## config.mk

```make
export PLATFORM = sky130hd
export DESIGN_NAME = svpl_top
export DESIGN_NICKNAME = d
export VERILOG_FILES = /design/src/design/svpl_pkg.sv /design/src/design/svpl_vote_if.sv /design/src/design/svpl_sync.sv /design/src/design/svpl_voter.sv /design/src/design/svpl_top.sv
export SDC_FILE = /design/constraint.sdc
export NUM_CORES = 1
export LEC_CHECK = 0
export ABC_AREA = 1
export BUFFER_PORTS_ARGS = -buffer_cell sky130_fd_sc_hd__buf_2
export CAP_MARGIN = 30
export CORE_UTILIZATION = 59
export CTS_CLUSTER_SIZE = 40
export DETAILED_ROUTE_END_ITERATION = 6
export GPL_ROUTABILITY_DRIVEN = 0
export HOLD_SLACK_MARGIN = 0.12
export PLACE_DENSITY = 0.88
export REMOVE_ABC_BUFFERS = 1
export SYNTH_ARGS = -nofsm -noshare
export SYNTH_HDL_FRONTEND = slang
export SYNTH_HIERARCHICAL = 1
export SYNTH_SLANG_ARGS = --single-unit
```

## constraint.sdc

```tcl
create_clock -name sys_clk -period 4.7 [get_ports sys_clk]
set_clock_uncertainty 0.15 [all_clocks]
set_input_delay 0.47 -clock sys_clk [delete_from_list [all_inputs] [get_ports sys_clk]]
set_output_delay 0.47 -clock sys_clk [all_outputs]
set_load 0.03 [all_outputs]
```

## src/design/svpl_pkg.sv

```systemverilog
// Shared constants, types and helpers of the protection vote and priority logic
package svpl_pkg;

  ////////////////////////////////////////////////////////////////////////////
  // Structure
  localparam int N_GRP  = 4;
  localparam int N_BUS  = 3;
  localparam int N_SW   = 4;
  localparam int N_PATH = 2;
  localparam logic [3:0] GRP_VOTE_K = 4'h2;
  localparam logic [3:0] BUS_VOTE_K = 4'h2;

  ////////////////////////////////////////////////////////////////////////////
  // Timing
  localparam int CLK_PERIOD_NS  = 10;
  localparam int SDB_TIMEOUT_NS = 2000;
  // Longest time, so the division rounds down
  localparam int SDB_TIMEOUT_CYC = SDB_TIMEOUT_NS / CLK_PERIOD_NS;
  localparam int TMO_W           = 16;

  ////////////////////////////////////////////////////////////////////////////
  // Register port
  localparam int ADDR_W = 4;
  localparam int DATA_W = 32;
  localparam logic [3:0] REG_STATUS = 4'h0;
  localparam logic [3:0] REG_ALARM  = 4'h4;
  localparam logic [31:0] ALARM_RST = 32'h0000_0000;
  localparam int ST_SDB_LSB  = 0;
  localparam int ST_MIB_BIT  = 3;
  localparam int ST_ART_BIT  = 4;
  localparam int ST_AESF_BIT = 5;
  localparam int ST_SRC_LSB  = 6;
  localparam int ST_PCS_BIT  = 8;
  localparam int AL_SDB_LSB  = 0;
  localparam int AL_MIB_BIT  = 3;

  ////////////////////////////////////////////////////////////////////////////
  // Monitoring answer layout
  localparam int MIB_W        = 16;
  localparam int MIB_FB_LSB   = 0;
  localparam int MIB_SDB_LSB  = 4;
  localparam int MIB_VOTE_LSB = 7;

  typedef enum logic [1:0] {
    SVPL_SRC_NONE,
    SVPL_SRC_PCS,
    SVPL_SRC_AUTO,
    SVPL_SRC_MAN
  } svpl_src_e;

  function automatic logic svpl_k_of_n(input logic [7:0] v,
                                       input logic [3:0] k);
    return 4'($countones(v)) >= k;
  endfunction

  // Manual first, then automatic, plant control last and only when enabled
  function automatic svpl_src_e svpl_prio(input logic man,
                                          input logic auto_dmd,
                                          input logic pcs_en,
                                          input logic pcs_cmd);
    if (man) return SVPL_SRC_MAN;
    if (auto_dmd) return SVPL_SRC_AUTO;
    if (pcs_en && pcs_cmd) return SVPL_SRC_PCS;
    return SVPL_SRC_NONE;
  endfunction

endpackage

```

## src/design/svpl_vote_if.sv

```systemverilog
// Carrier between the demand source and one voting unit
`timescale 1ns/100ps
`default_nettype none
interface svpl_vote_if;
  logic [svpl_pkg::N_BUS-1:0][svpl_pkg::N_GRP-1:0] dmd;
  logic [svpl_pkg::N_BUS-1:0][svpl_pkg::N_GRP-1:0] vld;
  logic [svpl_pkg::N_BUS-1:0]                      fail;
  logic [svpl_pkg::N_BUS-1:0]                      vote;
  modport src   (output dmd, output vld, output fail, input vote);
  modport voter (input dmd, input vld, input fail, output vote);
endinterface
`default_nettype wire

```

## src/design/svpl_sync.sv

```systemverilog
// Two-stage synchroniser for pin inputs
`timescale 1ns/100ps
`default_nettype none
module svpl_sync #(
  parameter int W = 1
) (
  input  wire logic         sys_clk,
  input  wire logic         rst,
  input  wire logic [W-1:0] d,
  output var  logic [W-1:0] q
);
  typedef struct packed {
    logic [W-1:0] s1;
    logic [W-1:0] s2;
  } svpl_sync_s;

  svpl_sync_s st_r;
  svpl_sync_s st_nxt;

  always_comb begin
    st_nxt    = st_r;
    st_nxt.s1 = d;
    st_nxt.s2 = st_r.s1;
  end

  always_ff @(posedge sys_clk) begin
    if (rst) begin
      st_r <= '0;
    end else begin
      st_r <= st_nxt;
    end
  end

  assign q = st_r.s2;
endmodule // svpl_sync
`default_nettype wire

```

## src/design/svpl_voter.sv

```systemverilog
// Voting unit: coincidence vote of the group demands on each bus
`timescale 1ns/100ps
`default_nettype none
module svpl_voter (
  input wire logic  sys_clk,
  input wire logic  rst,
  svpl_vote_if.voter vif
);
  typedef struct packed {
    logic [svpl_pkg::N_BUS-1:0] vote;
  } svpl_vst_s;

  svpl_vst_s st_r;
  svpl_vst_s st_nxt;
  logic [svpl_pkg::N_BUS-1:0][svpl_pkg::N_GRP-1:0] eff;

  always_comb begin
    st_nxt = st_r;
    for (int b = 0; b < svpl_pkg::N_BUS; b++) begin
      // Invalid or stale data counts as a demand, so faults vote to trip
      eff[b] = vif.dmd[b] | ~vif.vld[b]
             | {svpl_pkg::N_GRP{vif.fail[b]}};
      st_nxt.vote[b] = svpl_pkg::svpl_k_of_n({4'h0, eff[b]},
                                             svpl_pkg::GRP_VOTE_K);
    end
  end

  always_ff @(posedge sys_clk) begin
    if (rst) begin
      st_r <= '0;
    end else begin
      st_r <= st_nxt;
    end
  end

  assign vif.vote = st_r.vote;

  for (genvar g = 0; g < svpl_pkg::N_BUS; g++) begin : g_chk

  end
endmodule // svpl_voter
`default_nettype wire

```

## src/design/svpl_top.sv

```systemverilog
// Division vote, equipment interface and actuation priority logic
//
// Strobed register access and the address map were left to the implementer.
`timescale 1ns/100ps
`default_nettype none
module svpl_top #(
  parameter logic [15:0] SDB_TMO_CYC = 16'(svpl_pkg::SDB_TIMEOUT_CYC)
) (
  input  wire logic                 sys_clk,
  input  wire logic                 rst,
  input  wire logic [2:0][3:0]      sdb_rt_dmd,
  input  wire logic [2:0][3:0]      sdb_esf_dmd,
  input  wire logic [2:0][3:0]      sdb_vld,
  input  wire logic [2:0]           sdb_beat,
  input  wire logic                 man_rt,
  input  wire logic                 man_esf,
  input  wire logic                 pcs_enable,
  input  wire logic                 pcs_rt_open,
  input  wire logic [1:0]           pcs_esf_act,
  input  wire logic                 pcs_phb_open,
  input  wire logic                 rtb_closed,
  input  wire logic                 phb_closed,
  input  wire logic [1:0]           esf_pos,
  input  wire logic                 mib_poll,
  input  wire logic                 mib_err,
  input  wire logic [3:0]           reg_addr,
  input  wire logic [31:0]          reg_wdata,
  input  wire logic                 reg_wr,
  input  wire logic                 reg_rd,
  output var  logic [31:0]          reg_rdata,
  output var  logic                 rtb_uv_out,
  output var  logic                 rtb_shunt_out,
  output var  logic [3:0]           esf_sw_out,
  output var  logic                 phb_uv_out,
  output var  logic                 phb_shunt_out,
  output var  logic [2:0]           sdb_alarm,
  output var  logic                 mib_alarm,
  output var  logic                 mib_rsp_vld,
  output var  logic [15:0]          mib_rsp_data
);

  ////////////////////////////////////////////////////////////////////////////
  // State

  typedef struct packed {
    logic [2:0][15:0]     tmo;
    logic [2:0]           beat;
    logic [2:0]           sdb_al;
    logic                 mib_dead;
    logic                 mib_al;
    logic                 poll;
    logic [1:0]           warm;
    logic                 rtb_uv;
    logic                 rtb_sh;
    logic [3:0]           sw;
    logic                 phb_uv;
    logic                 phb_sh;
    svpl_pkg::svpl_src_e  rt_src;
    logic                 rsp_vld;
    logic [15:0]          rsp;
    logic [31:0]          rdata;
  } svpl_top_s;

  svpl_top_s st_r;
  svpl_top_s st_nxt;

  ////////////////////////////////////////////////////////////////////////////
  // Pin synchronisation

  localparam int SYNC_W = 52;

  logic [SYNC_W-1:0] sq;
  logic [2:0][3:0]   s_rt;
  logic [2:0][3:0]   s_esf;
  logic [2:0][3:0]   s_vld;
  logic [2:0]        s_beat;
  logic              s_man_rt;
  logic              s_man_esf;
  logic              s_pcs_en;
  logic              s_pcs_rt;
  logic [1:0]        s_pcs_esf;
  logic              s_pcs_phb;
  logic              s_rtb_fb;
  logic              s_phb_fb;
  logic [1:0]        s_esf_fb;
  logic              s_poll;
  logic              s_mib_err;

  svpl_sync #(
    .W (SYNC_W)
  ) u_sync (
    .sys_clk (sys_clk),
    .rst     (rst),
    .d       ({sdb_rt_dmd, sdb_esf_dmd, sdb_vld, sdb_beat, man_rt, man_esf,
               pcs_enable, pcs_rt_open, pcs_esf_act, pcs_phb_open,
               rtb_closed, phb_closed, esf_pos, mib_poll, mib_err}),
    .q       (sq)
  );

  // Manual switches pass the same two-stage synchroniser as every other pin except the register port
  assign {s_rt, s_esf, s_vld, s_beat, s_man_rt, s_man_esf,
          s_pcs_en, s_pcs_rt, s_pcs_esf, s_pcs_phb,
          s_rtb_fb, s_phb_fb, s_esf_fb, s_poll, s_mib_err} = sq;

  ////////////////////////////////////////////////////////////////////////////
  // Data bus health and voting units

  logic [2:0] sdb_fail;

  always_comb begin
    for (int b = 0; b < svpl_pkg::N_BUS; b++) begin
      sdb_fail[b] = (st_r.tmo[b] == SDB_TMO_CYC);
    end
  end

  svpl_vote_if rt_if ();
  svpl_vote_if esf_if ();

  // Four group demands per bus, one set per voting unit
  assign rt_if.dmd   = s_rt;
  assign rt_if.vld   = s_vld;
  assign rt_if.fail  = sdb_fail;
  assign esf_if.dmd  = s_esf;
  assign esf_if.vld  = s_vld;
  assign esf_if.fail = sdb_fail;

  svpl_voter u_rt_vote (
    .sys_clk (sys_clk),
    .rst     (rst),
    .vif     (rt_if.voter)
  );

  svpl_voter u_esf_vote (
    .sys_clk (sys_clk),
    .rst     (rst),
    .vif     (esf_if.voter)
  );

  ////////////////////////////////////////////////////////////////////////////
  // Equipment interface: vote copies, fail-safe, priority

  logic                auto_rt;
  logic                auto_esf;
  svpl_pkg::svpl_src_e src_rt;
  svpl_pkg::svpl_src_e src_a;
  svpl_pkg::svpl_src_e src_b;
  svpl_pkg::svpl_src_e src_phb;
  logic                al_clr_sel;
  logic [2:0]          al_clr;

  // A failed bus forces demand even where the copies still disagree
  assign auto_rt  = svpl_pkg::svpl_k_of_n({5'h00, rt_if.vote},
                                          svpl_pkg::BUS_VOTE_K)
                  | (|sdb_fail);
  assign auto_esf = svpl_pkg::svpl_k_of_n({5'h00, esf_if.vote},
                                          svpl_pkg::BUS_VOTE_K)
                  | (|sdb_fail);

  // Plain gating, no processor in the path
  assign src_rt  = svpl_pkg::svpl_prio(s_man_rt, auto_rt, s_pcs_en,
                                       s_pcs_rt);
  assign src_a   = svpl_pkg::svpl_prio(s_man_esf, auto_esf, s_pcs_en,
                                       s_pcs_esf[0]);
  assign src_b   = svpl_pkg::svpl_prio(s_man_esf, auto_esf, s_pcs_en,
                                       s_pcs_esf[1]);
  assign src_phb = svpl_pkg::svpl_prio(s_man_esf, auto_esf, s_pcs_en,
                                       s_pcs_phb);

  assign al_clr_sel = reg_wr && (reg_addr == svpl_pkg::REG_ALARM);
  assign al_clr     = al_clr_sel ? reg_wdata[svpl_pkg::AL_SDB_LSB +: 3]
                                 : 3'h0;

  ////////////////////////////////////////////////////////////////////////////
  // Next state

  always_comb begin
    st_nxt         = st_r;
    st_nxt.beat    = s_beat;
    st_nxt.rsp_vld = 1'b0;
    st_nxt.rdata   = 32'h0000_0000;

    // Watchdog per bus; saturates so the failure stays until traffic
    for (int b = 0; b < svpl_pkg::N_BUS; b++) begin
      if (s_beat[b] != st_r.beat[b]) begin
        st_nxt.tmo[b] = 16'h0000;
      end else if (!sdb_fail[b]) begin
        st_nxt.tmo[b] = st_r.tmo[b] + 16'h0001;
      end
    end

    // Sticky alarms: a new failure beats a clear in the same cycle
    st_nxt.sdb_al = (st_r.sdb_al & ~al_clr) | sdb_fail;
    st_nxt.mib_al = (st_r.mib_al
                  & ~(al_clr_sel && reg_wdata[svpl_pkg::AL_MIB_BIT]))
                  | s_mib_err;

    // Silence holds until reset; answering a broken bus helps nobody
    st_nxt.mib_dead = st_r.mib_dead | s_mib_err;

    // Energised means healthy; any active source drops the output
    st_nxt.rt_src = src_rt;
    st_nxt.rtb_uv = (src_rt == svpl_pkg::SVPL_SRC_NONE);
    st_nxt.rtb_sh = (src_rt == svpl_pkg::SVPL_SRC_NONE);
    st_nxt.sw     = {{2{src_b == svpl_pkg::SVPL_SRC_NONE}},
                     {2{src_a == svpl_pkg::SVPL_SRC_NONE}}};
    st_nxt.phb_uv = (src_phb == svpl_pkg::SVPL_SRC_NONE);
    st_nxt.phb_sh = (src_phb == svpl_pkg::SVPL_SRC_NONE);

    // Slave only: speak when polled, never on our own
    // Poll history is stale until the synchroniser has refilled after reset
    st_nxt.poll = s_poll;
    st_nxt.warm = (st_r.warm == 2'h3) ? st_r.warm : st_r.warm + 2'h1;
    if ((s_poll != st_r.poll) && (st_r.warm == 2'h3)
        && !st_r.mib_dead && !s_mib_err) begin
      st_nxt.rsp_vld = 1'b1;
      st_nxt.rsp     = 16'h0000;
      st_nxt.rsp[svpl_pkg::MIB_FB_LSB +: 4] =
        {s_esf_fb, s_phb_fb, s_rtb_fb};
      st_nxt.rsp[svpl_pkg::MIB_SDB_LSB +: 3]  = sdb_fail;
      st_nxt.rsp[svpl_pkg::MIB_VOTE_LSB +: 2] = {auto_esf, auto_rt};
    end

    if (reg_rd) begin
      unique case (reg_addr)
        svpl_pkg::REG_STATUS: begin
          st_nxt.rdata[svpl_pkg::ST_SDB_LSB +: 3]  = sdb_fail;
          st_nxt.rdata[svpl_pkg::ST_MIB_BIT]       = st_r.mib_dead;
          st_nxt.rdata[svpl_pkg::ST_ART_BIT]       = auto_rt;
          st_nxt.rdata[svpl_pkg::ST_AESF_BIT]      = auto_esf;
          st_nxt.rdata[svpl_pkg::ST_SRC_LSB +: 2]  = st_r.rt_src;
          st_nxt.rdata[svpl_pkg::ST_PCS_BIT]       = s_pcs_en;
        end
        svpl_pkg::REG_ALARM: begin
          st_nxt.rdata[svpl_pkg::AL_SDB_LSB +: 3]  = st_r.sdb_al;
          st_nxt.rdata[svpl_pkg::AL_MIB_BIT]       = st_r.mib_al;
        end
        default: begin
          st_nxt.rdata = 32'h0000_0000;
        end
      endcase
    end
  end

  ////////////////////////////////////////////////////////////////////////////
  // Registers; reset leaves every output de-energised

  always_ff @(posedge sys_clk) begin
    if (rst) begin
      st_r        <= '0;
      st_r.sdb_al <= svpl_pkg::ALARM_RST[2:0];
    end else begin
      st_r <= st_nxt;
    end
  end

  assign reg_rdata     = st_r.rdata;
  assign rtb_uv_out    = st_r.rtb_uv;
  assign rtb_shunt_out = st_r.rtb_sh;
  assign esf_sw_out    = st_r.sw;
  assign phb_uv_out    = st_r.phb_uv;
  assign phb_shunt_out = st_r.phb_sh;
  assign sdb_alarm     = st_r.sdb_al;
  assign mib_alarm     = st_r.mib_al;
  assign mib_rsp_vld   = st_r.rsp_vld;
  assign mib_rsp_data  = st_r.rsp;
endmodule // svpl_top
`default_nettype wire

```

# Yosys cells after proc, flatten, opt, wreduce, memory -nomap -nowiden
# Cells that the tools add are included.
[totals]
input_bits = 92
elab_cells = 154
out_inout_bits = 61
regBits = 218
[op_classes]
magnitude_cmp = 8
n_reduce_logical = 22
muxes = 41
n_eq_ne = 9
bitwise = 26
add_sub_neg = 26
[ops]
columns = ["operator", "count"]
rows = [
  ["$add 16x1->16 const B", 3],
  ["$eq 16x8->1 const B", 3],
  ["$or 4x4->4", 12],
  ["$mux 2", 20],
  ["$add 1x1->2", 14],
  ["$add 4x4->4", 6],
  ["$ge 4x2->1 const B", 6],
  ["$mux 1", 18],
  ["$mux 17", 1],
  ["$not 4->4", 3],
  ["$logic_and 1x1->1", 9],
  ["$logic_not 2->1", 4],
  ["$pmux 4 s2", 1],
  ["$reduce_or 2->1", 4],
  ["$add 2x1->3", 2],
  ["$ge 3x2->1 const B", 2],
  ["$reduce_or 3->1", 2],
  ["$eq 4x3->1 const B", 1],
  ["$logic_not 4->1", 1],
  ["$ne 1x1->1", 4],
  ["$or 1x1->1", 4],
  ["$and 3x3->3", 1],
  ["$mux 3", 1],
  ["$not 1->1", 3],
  ["other kinds (6)", 7],
]

# Depth between registers and ports, before layout
# Gate-level depths: netlist of run 1.
[depth]
ltp_word = 12
depth_mapped = 11
mapped_depth_nobuf = 11

# Cells and area by module
# The synthesis of run 1 kept the hierarchy.
[by_module_without_submodules]
columns = ["mod", "area_per_inst_um2", "n_inst", "cells_per_inst", "seq_area_each_um2"]
rows = [
  ["svpl_top", 4132.7, 1, 574, 1681.6],
  ["svpl_sync", 2966.6, 1, 324, 2082.0],
  ["svpl_voter at u_esf_vote", 255.2, 1, 37, 60.1],
  ["svpl_voter at u_rt_vote", 250.2, 1, 37, 60.1],
]

# Worst setup path after synthesis of run 1
# OpenSTA, ideal clock, no wires.
[synth_path]
path_kind = "reg-to-reg"
startpoint = "reg st_r[70] (netlist name)"
endpoint = "reg u_esf_vote.st_r (netlist bit u_esf_vote/vif.vote[0])"
arrival_time_ns = 2.018
required_time_ns = 4.480
path_slack_ns = 2.462
n_path_buf = 0
setup_ns = 0.070
stages_incl_launch_ff = 11
period_less_slack_ns = 2.238
cell_sequence = "dfxtp_1 inv_1 ha_1 nand2_1 nor2_1 nand2_1 inv_1 or3b_1 fa_1 nand2_1 a21oi_1"
[synth_between]
elab_chain_cells = 5
word_cells_on_any_way = 6
classes_between = "add/sub: 3; order compare: 1; eq/ne: 1; bitwise: 1"
[synth_lines]
columns = ["element", "line_no", "text"]
rows = [
  ["from (decl)", "svpl_top.sv:64", "svpl_top_s st_r;"],
  ["from (signal assigned)", "svpl_top.sv:252", "st_r <= st_nxt;"],
  ["$eq 16x8->1 (*)", "svpl_top.sv:112", "sdb_fail[b] = (st_r.tmo[b] == SDB_TMO_CYC);"],
  ["net esf_if.fail (one bit)", "svpl_vote_if.sv:7", "logic [svpl_pkg::N_BUS-1:0] fail;"],
  ["$or 4x4->4 (*)", "svpl_voter.sv:22", "| {svpl_pkg::N_GRP{vif.fail[b]}};"],
  ["$add 1x1->2 (implied by the code)", "svpl_pkg.sv:53", "return 4'($countones(v)) >= k;"],
  ["$add 4x4->4 (implied by the code) (*)", "svpl_pkg.sv:53", ""],
  ["$ge 4x2->1 (*)", "svpl_pkg.sv:53", ""],
  ["to (signal assigned)", "svpl_voter.sv:32", "st_r <= st_nxt;"],
  ["to (decl)", "svpl_voter.sv:13", "svpl_vst_s st_r;"],
]
# Mark *: on every way through the listed nets, which the timed path passes. The rest lies on a longest branch.
# A chain may end at the register's enable or synchronous reset.

# Final worst setup path of run 1
# Same ends and word-level chain as after synthesis.

==> results.md, run 1 <==
- Status: finished, final reports clean
- Wire length of the first global-routing pass: between 20 and 25 mm
- Synth unique cells: 36
- Sequential-to-total area share from yosys stat: 51.07%
- Worst VDD drop: about 0.32 mV
- Core area: around 0.013 mm²
- Count of port buffers added during placement: 94
- TritonRoute pass-1 iters: 4
- Arrival time worst endpoint: between 2000 and 3000 ps
- Peak clock frequency supported by timing: 385.0 MHz
- Top cells by area in the synthesized netlist: sky130_fd_sc_hd__dfxtp_1, sky130_fd_sc_hd__nor2_1, sky130_fd_sc_hd__inv_1
- CTS root buf: sky130_fd_sc_hd__clkbuf_16
- Power share of the sequential group: about half
- Number of global-route vias before repair: ~5400
- Clock tree from TritonCTS: built
- Number of design-rule violations left by the first detailed-router iteration: a little under 400
- Minimum clock period: ~2600 ps
- H-tree levels: 4
- Die X-Extent: 115.5 µm
- DP Cell Count: between 1000 and 1500
- Highest fanout seen on the critical path: 9
- Number of cell rows: 41
- Cell taking the most area after synthesis: sky130_fd_sc_hd__dfxtp_1
- Clock Power Share: 42.5%
- Cell type of the slowest stage on the worst timing path: sky130_fd_sc_hd__fa_1
- Largest stage delay on the critical path: 550 ps
- Final non-filler cell area: approximately 0.009 mm²
- Post-route setup slack: roughly 2100 ps
- Sw Ratio: between 20 and 25%
- Total CTS buffers: 17
- Element type at the critical path end: flop
- Setup repair after global routing missed its margin: no
- DPL Wire Length: 8.698 mm
- Area delta synth->final: 18.08%
- Area share of the leading cell type in the synthesized netlist: between 50% and 60%
- Boundary pin count: 153
- Total negative slack: 0 ps
- Post-route ant nets: 0
- Combinational Power Share: 7.6%
- Sequence of cells on the critical path: inv_1 > ha_1 > nand2_1 > nor2_1 > nand2_1 > inv_1 > or3b_1 > fa_1 > nand2_1 > a21oi_1
- Pin count of the biggest net entering global routing: 73
- Initial Utilization: between 60 and 70%
- Count of cells resized by post-cts repair: 0
- Number of nets in the layout: roughly 1200
- Height of the die: roughly 120 µm
- Tcrit/Tclk final: 55.27%
- Total standard cell area after synthesis: ~0.0076 mm²
- Via-per-instance ratio: roughly 4.6
- Clock latency reported for the late side of the worst-skew pair: roughly 440 ps
- Number of synthesized register bits: roughly 190
- Type of element launching the critical path: flop
- Worst-Margin Slew: between 1000 and 1500 ps
- Cell mode on critical path: sky130_fd_sc_hd__nand2_1
- Number of endpoints failing setup at the final stage: 0
- Hold Vio Cnt, Final: 0
- Overall overflow remaining after global route: 0
- Worst min-delay path category: in -> reg
- Mapped Cells: between 900 and 1000
- Total cell area at the placement stage: around 0.0079 mm²
- Critical path class: reg -> reg
- Total track usage: 23.72%
- Slew Limit Fails: 0
- Floorplan die area: between 0.01 and 0.015 mm²
- Mean instance size in the synthesized netlist: a little under 8 µm²
- Leakage: 4.231 nW
- Synth warnings: 6
- Tot Pwr: ~0.0035 W
- Switching Power: between 0.0008 and 0.0009 W
- DRC: 0
- Via total after detailed routing: approximately 6000
- Pre-CTS setup slack: between 2000 and 2500 ps
- Commonest cells after routing, fill and taps aside: sky130_fd_sc_hd__nor2_1, sky130_fd_sc_hd__dfxtp_1, sky130_fd_sc_hd__inv_1
- Post-CTS Setup Bufs: 0
- Post-CTS Hold Buffers: 51
- Data required time at the worst endpoint: roughly 4900 ps
- Worst slew margin relative to its limit: roughly 29%
- Total internal power: about 0.0026 W
- Maximum clock path buffer count: 2
- Fill cells: 915
- Wirelength per Cell: approximately 12 µm
- Share of post-route cells with drive strength above 1: between 10% and 20%
- Antenna violations before repair: 1
- Non-filler instance count after layout: between 1000 and 1500
- Most frequent standard cell in the layout excluding fill and tap cells: sky130_fd_sc_hd__nor2_1
- Clock slew at the register clock pins of the worst setup and hold paths: 70 ps
- Total routed wirelength: around 15 mm
- Cell area power density: just under 400 mW/mm²
- Clock sinks: a little under 200
- Max-cap check violation count: 0
[cells in the mapped netlist, drive strengths merged]
| library cell | count |
|---|---|
| xnor2 | 4 |
| conb | 1 |
| nor3b | 1 |
| dfxtp | 194 |
| a211oi | 1 |
| clkbuf | 2 |
| nand3 | 28 |
| ha | 9 |
| or2 | 2 |
| or3b | 4 |
| a31oi | 3 |
| o211a | 1 |
| fa | 6 |
| nand3b | 3 |
| nand2 | 116 |
| buf | 73 |
| nor2 | 205 |
| inv | 189 |
| nor4 | 2 |
| o21a | 3 |
| nand4 | 5 |
| o21ai | 40 |
| a21oi | 57 |
| nor3 | 23 |
[state kept, by name (all words and copies together) (netlist names)]
signal and count:
u_rt_vote/vif.vote 3, mib_alarm 1, reg_rdata 9, rtb_shunt_out 1, u_sync/q 52, st_r 57, u_esf_vote/vif.vote 3, u_sync/st_nxt 52
mib_rsp_vld 1, phb_shunt_out 1, esf_sw_out 2, mib_rsp_data 9, sdb_alarm 3
[power groups by stage]
stage	Sequential (W)	Combinational (W)	Clock, W
3_5_place_dp	0.00177	0.000220	0
5_1_grt	0.00174	0.000294	0.00159
4_1_cts	0.00173	0.000255	0.00149
3_3_place_gp	0.00177	0.000214	0
2_1_floorplan	0.00178	0.000131	0
6_report	0.00173	0.000262	0.00147
[layout make-up]
type / instances / area, µm² / area share (%)
flip-flops and latches: 194 / 3884 / 43.25
multi-input cells: 543 / 2559 / 28.49
repair buffers: 147 / 998.5 / 11.12
inverters: 189 / 709.4 / 7.900
clock buffers: 17 / 425.4 / 4.737
well taps: 172 / 215.2 / 2.397
clock inverters: 15 / 186.4 / 2.076
diodes: 1 / 2.502 / 0.02787
[routing by layer]
| layer | vias to the layer above | wire length [µm] | track usage [%] |
|---|---|---|---|
| met5 | - | 0 | 0 |
| met4 | 0 | 348 | 9.264 |
| met3 | 27 | 751 | 7.165 |
| met2 | 148 | 7620 | 42.71 |
| met1 | 2606 | 6010 | 26.14 |
| li1 | 3079 | - | - |
[metrics by stage]
step | util, % | hold WS [ps]
final | 71.45 | 149.7
after global routing | 71.45 | 145.5
after CTS | 71.43 | 138.6
after detailed placement | 62.50 | 241.6
after global placement | 62.50 | 239.1
after floorplan | - | 238.3
[critical path: cells and delay by family, from the launching register on]
kind / cells / cell delay (ps)
buf+inv: 2 / 290
simple gates: 5 / 790
compound gates: 1 / 130
flops: 1 / 390
fa+ha+maj: 2 / 760
[cells by family (layout without fill, tap and decap cells)]
family | Yosys count | after routing | share of synthesized area [%]
xor gates and xnor gates | 4 | 4 | 0.4606
DFF | 194 | 194 | 51.07
AOI/OAI and AO/OA | 105 | 105 | 7.157
other | 1 | 31 | 0.04931
buffers and inverters | 264 | 368 | 16.72
adders and majority gates | 15 | 15 | 3.060
and+or+nand+nor | 389 | 389 | 21.49
[final timing paths]
kind	depth (start not counted)	from	slack, ps	end
max	10	st_r[70]	2100	u_esf_vote/vif.vote[0]
min	3	pcs_enable	150	u_sync/st_nxt[10]
max reg2reg	10	st_r[70]	2100	u_esf_vote/vif.vote[0]
min reg2reg	2	u_sync/st_nxt[17]	250	u_sync/q[17]
Power figures use the tool's default switching activity.
==> inputs of run 2 (changes only) <==
--- a/config.mk
+++ b/config.mk
@@ -8,12 +8,12 @@
 export ABC_AREA = 1
 export BUFFER_PORTS_ARGS = -buffer_cell sky130_fd_sc_hd__buf_2
 export CAP_MARGIN = 30
-export CORE_UTILIZATION = 59
+export CORE_UTILIZATION = 55
 export CTS_CLUSTER_SIZE = 40
 export DETAILED_ROUTE_END_ITERATION = 6
 export GPL_ROUTABILITY_DRIVEN = 0
 export HOLD_SLACK_MARGIN = 0.12
-export PLACE_DENSITY = 0.88
+export PLACE_DENSITY = 0.83
 export REMOVE_ABC_BUFFERS = 1
 export SYNTH_ARGS = -nofsm -noshare
 export SYNTH_HDL_FRONTEND = slang
==> constraint.sdc (replaced) <==
create_clock -name sys_clk -period 2.7 [get_ports sys_clk]
set_clock_uncertainty 0.15 [all_clocks]
set_input_delay 0.27 -clock sys_clk [delete_from_list [all_inputs] [get_ports sys_clk]]
set_output_delay 0.27 -clock sys_clk [all_outputs]
set_load 0.03 [all_outputs]
==> run 2 against run 1 <==
Global-route usage down 1.4 points. Total power up 72%. Sequential share of layout area down 0.59 points. Hold slack better by 1.2 ps. Count of clock-buffer cells in the layout up 3. Fmax up 6.7%. Combinational power up 80%. Flip-flop and latch count unchanged. Clock power up 69%. Sequential power up 74%. Critical path type unchanged.
==> results.md, run 2 (synthesis gave the netlist of run 1 again) <==
- GR Layer Usage met3: 6.987%
- Antenna violations before repair: 0
- Most heavily used metal layer in global routing: met2
- Count of cells resized by post-cts repair: 0
- Count of port buffers added during placement: between 90 and 100
- Clock latency reported for the late side of the worst-skew pair: 440 ps
- Wire length of the first global-routing pass: around 25 mm
- Tcrit/Tclk final: ~90%
- Initial Utilization: about 57%
- Slew Limit Fails: 0
- Number of nets in the layout: 1215
- Via total after detailed routing: roughly 5900
- Floorplan die area: about 0.014 mm²
- Hold Vio Cnt, Final: 0
- Max-cap check violation count: 0
- Number of design-rule violations left by the first detailed-router iteration: between 300 and 400
- CTS root buf: sky130_fd_sc_hd__clkbuf_16
- Post-route ant nets: 0
- Leakage: ~4.3 nW
- Clock sinks: a little under 200
- TritonRoute pass-1 iters: 4
- H-tree levels: 4
- Final non-filler cell area: 0.009104 mm²
- DP Cell Count: roughly 1200
- Total track usage: about 22%
- Status: finished, final reports clean
- Arrival time worst endpoint: 2650 ps
- Total CTS buffers: 17
- Type of element launching the critical path: flop
- Post-CTS Hold Buffers: slightly below 60
- Via-per-instance ratio: 4.539
- DRC: 0
- Data required time at the worst endpoint: 2920 ps
- Maximum clock path buffer count: 2
- Boundary pin count: 153
- Worst VDD drop: between 0.4 and 0.5 mV
- Area delta synth->final: 19.71%
- Peak clock frequency supported by timing: 410.7 MHz
- Total cell area at the placement stage: around 0.008 mm²
- Die X-Extent: roughly 120 µm
- Number of cell rows: 42
- Height of the die: roughly 120 µm
- Post-CTS Setup Bufs: 0
- Met2 routing resource usage after global routing: about 40%
- Pin count of the biggest net entering global routing: between 60 and 70
- Clock tree from TritonCTS: built
- Routing usage on met1: 24.61%
- Setup repair after global routing missed its margin: no
- Worst slew margin relative to its limit: approximately 61%
- Highest fanout seen on the critical path: 6
- Wirelength per Cell: between 10 and 15 µm
- Worst flop-to-flop path startpoint: st_r[86]
- Share of post-route cells with drive strength above 1: roughly an eighth
- Number of endpoints failing setup at the final stage: 0
- Core area: around 0.013 mm²
- Clock slew at the register clock pins of the worst setup and hold paths: 70 ps
- Minimum clock period: ~2400 ps
- Post-route setup slack: 265.1 ps
- Element type at the critical path end: flop
- DPL Wire Length: around 9.4 mm
- Most frequent standard cell in the layout excluding fill and tap cells: sky130_fd_sc_hd__nor2_1
- Flip-flop count of the largest register, all copies and words added: 57
- Launching element of the worst setup path: st_r[86]
- Total negative slack: 0 ps
- Antenna diode instance count: 0
- Cell area power density: roughly 660 mW/mm²
- Commonest cells after routing, fill and taps aside: sky130_fd_sc_hd__nor2_1, sky130_fd_sc_hd__dfxtp_1, sky130_fd_sc_hd__inv_1
- Worst-Margin Slew: roughly 580 ps
- Overall overflow remaining after global route: 0
- Pre-CTS setup slack: 293.2 ps
- Number of global-route vias before repair: 5697
- Register containing the most flip-flops in the final layout: st_r
- Non-filler instance count after layout: about 1300
- Total routed wirelength: 15.21 mm
- Critical path class: reg -> reg
- Worst min-delay path category: in -> reg
- Hold Startpoint: reg_addr[2]
-- run 2: metal layers --
metal  vias up  wire length [µm]
met5         -                 0
met4         0               251
met3        21               832
met2       133              7726
met1      2618              6400
li1       3115                 -
-- run 2: final timing paths --
| check | end | slack [ps] | depth (start not counted) |
|---|---|---|---|
| max | u_esf_vote/vif.vote[1] | 270 | 10 |
| min | reg_rdata[0] | 150 | 5 |
| max reg2reg | u_esf_vote/vif.vote[1] | 270 | 10 |
| min reg2reg | u_sync/q[29] | 250 | 2 |
-- run 2: stage by stage --
stage | util [%] | power [W] | hold WS [ps]
2_1_floorplan | - | 0.003323 | 189.1
3_3_place_gp | 59.22 | 0.003453 | 239.8
3_5_place_dp | 59.22 | 0.003469 | 242.5
4_1_cts | 68.07 | 0.005999 | 130.1
5_1_grt | 68.20 | 0.006217 | 165.9
6_report | 68.20 | 0.005979 | 150.8
-- run 2: critical path, cell delays in order, from the launching register on --
cell                      delay [ps]
sky130_fd_sc_hd__dfxtp_1         400
sky130_fd_sc_hd__inv_1            70
sky130_fd_sc_hd__ha_1            210
sky130_fd_sc_hd__nand2_1          70
sky130_fd_sc_hd__nor2_1           40
sky130_fd_sc_hd__nand2_1         190
sky130_fd_sc_hd__inv_1           130
sky130_fd_sc_hd__or3b_1          400
sky130_fd_sc_hd__fa_1            540
sky130_fd_sc_hd__nand2_1          50
sky130_fd_sc_hd__a21oi_1         120
-- run 2: final cells by class --
cell class                      instances  area, µm²
Fill cell                            1071       4244
Inverter                              189      709.4
Clock buffer                           20      446.7
Multi-Input combinational cell        543       2559
Sequential cell                       194       3884
Timing Repair Buffer                  163       1141
Clock inverter                         12      143.9
Tap cell                              176      220.2
-- run 2: power by group --
| part | internal (W) | total [W] | switching, W | leakage, nW |
|---|---|---|---|---|
| logic | 0.000186 | 0.000471 | 0.000285 | 2.40 |
| registers | 0.00297 | 0.00301 | 0.0000452 | 1.59 |
| clock network | 0.00141 | 0.00249 | 0.00108 | 0.284 |
==> inputs of run 3 (changes only) <==
--- a/config.mk
+++ b/config.mk
@@ -12,8 +12,10 @@
 export CTS_CLUSTER_SIZE = 40
 export DETAILED_ROUTE_END_ITERATION = 6
 export GPL_ROUTABILITY_DRIVEN = 0
+export GPL_TIMING_DRIVEN = 0
 export HOLD_SLACK_MARGIN = 0.12
 export PLACE_DENSITY = 0.83
+export RECOVER_POWER = 50
 export REMOVE_ABC_BUFFERS = 1
 export SYNTH_ARGS = -nofsm -noshare
 export SYNTH_HDL_FRONTEND = slang
==> run 3 against run 2 <==
Global-route usage rose by 0.060 points. Clock power fell by 4%. Sequential power hardly changed. Via count grew 0.97%. Flip-flop and latch count unchanged. Sequential share of layout area up 0.29 points. Setup slack lost 81 ps. Core utilization is 0.46 points lower. Total power down 1.5%. Critical endpoint is now u_rt_vote/vif.vote[0]. Largest cell class unchanged.
==> results.md, run 3 (synthesis gave the netlist of run 1 again) <==
- Fin Hold WS: roughly 150 ps
- Post-route ant nets: 0
- Height of the die: about 120 µm
- Element type at the critical path end: flop
- Cell depth of the worst setup path: 10
- Via total after detailed routing: roughly 5900
- DRC: 0
- Floorplan die area: about 0.014 mm²
- Antenna violations before repair: 0
- Status: finished, final reports clean
- Setup repair after global routing missed its margin: no
- Slew Limit Fails: 0
- Wirelength per Cell: about 12 µm
- Hold Startpoint: reg_wr
- Tot Pwr: between 0.005 and 0.006 W
- Core area: roughly 0.013 mm²
- Final non-filler cell area: around 0.009 mm²
- Finished Core Util: approximately 68%
- Maximum clock path buffer count: 2
- Worst VDD drop: ~0.57 mV
- Arrival time worst endpoint: about 2700 ps
- Number of cell rows: 42
- CTS root buf: sky130_fd_sc_hd__clkbuf_16
- Launching element of the worst setup path: st_r[70]
- FF-to-FF path depth: 10
- Worst flop-to-flop path startpoint: st_r[70]
- Type of element launching the critical path: flop
- TritonRoute pass-1 iters: 4
- H-tree levels: 4
- Reg-to-reg critical path endpoint: u_rt_vote/vif.vote[0]
- Peak clock frequency supported by timing: 397.5 MHz
- Critical path class: reg -> reg
- Pin count of the biggest net entering global routing: 74
- Count of port buffers added during placement: 94
- Total CTS buffers: 17
- Sequence of cells on the critical path: inv_1 > ha_1 > nand2_1 > nor2_1 > nand2_1 > inv_2 > or3b_1 > fa_1 > nand2_1 > a21oi_1
- Clock latency reported for the late side of the worst-skew pair: about 430 ps
- Worst-Margin Slew: around 1000 ps
- Total track usage: approximately 22%
- Max-cap check violation count: 0
- Commonest cells after routing, fill and taps aside: sky130_fd_sc_hd__nor2_1, sky130_fd_sc_hd__dfxtp_1, sky130_fd_sc_hd__inv_1
- Pre-CTS setup slack: 128.1 ps
- Number of endpoints failing setup at the final stage: 0
- Cell mode on critical path: sky130_fd_sc_hd__nand2_1
- CP delay by family, top: simple AND/OR/NAND/NOR gates
- Number of design-rule violations left by the first detailed-router iteration: around 300
- DPL Wire Length: slightly above 9 mm
- Clock slew at the register clock pins of the worst setup and hold paths: 70 ps
- Flip-flop count of the largest register, all copies and words added: 57
- Number of nets in the layout: 1207
- Most frequent standard cell in the layout excluding fill and tap cells: sky130_fd_sc_hd__nor2_1
- Register-to-register path setup slack: 180 ps
- Via-per-instance ratio: roughly 4.6
- Boundary pin count: between 150 and 200
- Worst slew margin relative to its limit: a little under a third
- End of the critical path: u_rt_vote/vif.vote[0]
- Bufs and invs on worst path: 2
- Cell area power density: ~650 mW/mm²
- Area delta synth->final: 18.90%
- Initial Utilization: a little under three fifths
- Die X-Extent: 119.6 µm
- Register containing the most flip-flops in the final layout: st_r
- Total cell area at the placement stage: between 0.007 and 0.008 mm²
- Minimum clock period: 2515 ps
- Largest stage delay on the critical path: ~550 ps
- Share of post-route cells with drive strength above 1: 12.67%
- Post-route setup slack: roughly 180 ps
- Data required time at the worst endpoint: approximately 2900 ps
- Antenna diode instance count: 0
- Clock sinks: a little under 200
- Worst min-delay path category: in -> reg
- Total routed wirelength: between 10 and 15 mm
- Tcrit/Tclk final: 93.16%
- Leakage: 4.217 nW
- Cell type of the slowest stage on the worst timing path: sky130_fd_sc_hd__fa_1
- Overall overflow remaining after global route: 0
- Hold Vio Cnt, Final: 0
- Clock tree from TritonCTS: built
- Wire length of the first global-routing pass: 25.19 mm
- Number of global-route vias before repair: about 5700
- Highest fanout seen on the critical path: 9
run 3: worst min path at each step:
| stage | endpoint | slack (ps) | cells past startpoint |
|---|---|---|---|
| 6_report | mib_alarm | 150 | 4 |
| 5_1_grt | mib_alarm | 140 | 4 |
| 4_1_cts | mib_alarm | 120 | 4 |
| 3_5_place_dp | u_sync/q[23] | 240 | 2 |
| 3_3_place_gp | u_sync/q[0] | 240 | 2 |
| 2_1_floorplan | mib_alarm | 190 | 1 |
run 3: area by class of cell:
type | count | area, µm²
Fill cell | 1050 | 4305
Clock buffer | 20 | 456.7
Timing Repair Buffer | 155 | 1091
Sequential cell | 194 | 3884
Tap cell | 176 | 220.2
Clock inverter | 12 | 120.1
Inverter | 189 | 709.4
Multi-Input combinational cell | 543 | 2561
run 3: tightest hold or removal path: stages:
cell                      delay [ps]
sky130_fd_sc_hd__buf_2           110
sky130_fd_sc_hd__nand3_1         150
sky130_fd_sc_hd__nand2_1          90
sky130_fd_sc_hd__a21oi_1          50
run 3: metrics by stage:
step | instances | setup TNS [ps]
3_3_place_gp | 1196 | -20540
5_1_grt | 1289 | 0
4_1_cts | 1289 | 0
3_5_place_dp | 1198 | 0
6_report | 1289 | 0
2_1_floorplan | 926 | 0
run 3: routing by layer:
| layer | global-route usage [%] | routed length [µm] | up-vias |
|---|---|---|---|
| li1 | - | - | 3098 |
| met1 | 24.82 | 6258 | 2672 |
| met5 | 0 | 0 | - |
| met3 | 6.084 | 746 | 21 |
| met2 | 41.04 | 7785 | 153 |
| met4 | 7.422 | 208 | 0 |
run 3: where the power goes:
| group | internal [W] | total, W | leakage, nW | switching, W |
|---|---|---|---|---|
| clock | 0.00134 | 0.00240 | 0.277 | 0.00107 |
| combinational | 0.000184 | 0.000468 | 2.35 | 0.000284 |
| sequential | 0.00297 | 0.00301 | 1.59 | 0.0000456 |
run 3: what timing repair did:
| item | in CTS | in global routing |
|---|---|---|
| hold buffers | 59 | 0 |
| setup buffers | 0 | 0 |
| endpoints found under the hold margin | 56 | 0 |
| gates resized for setup | 0 | 3 |
| endpoints found under the setup margin | 0 | 4 |
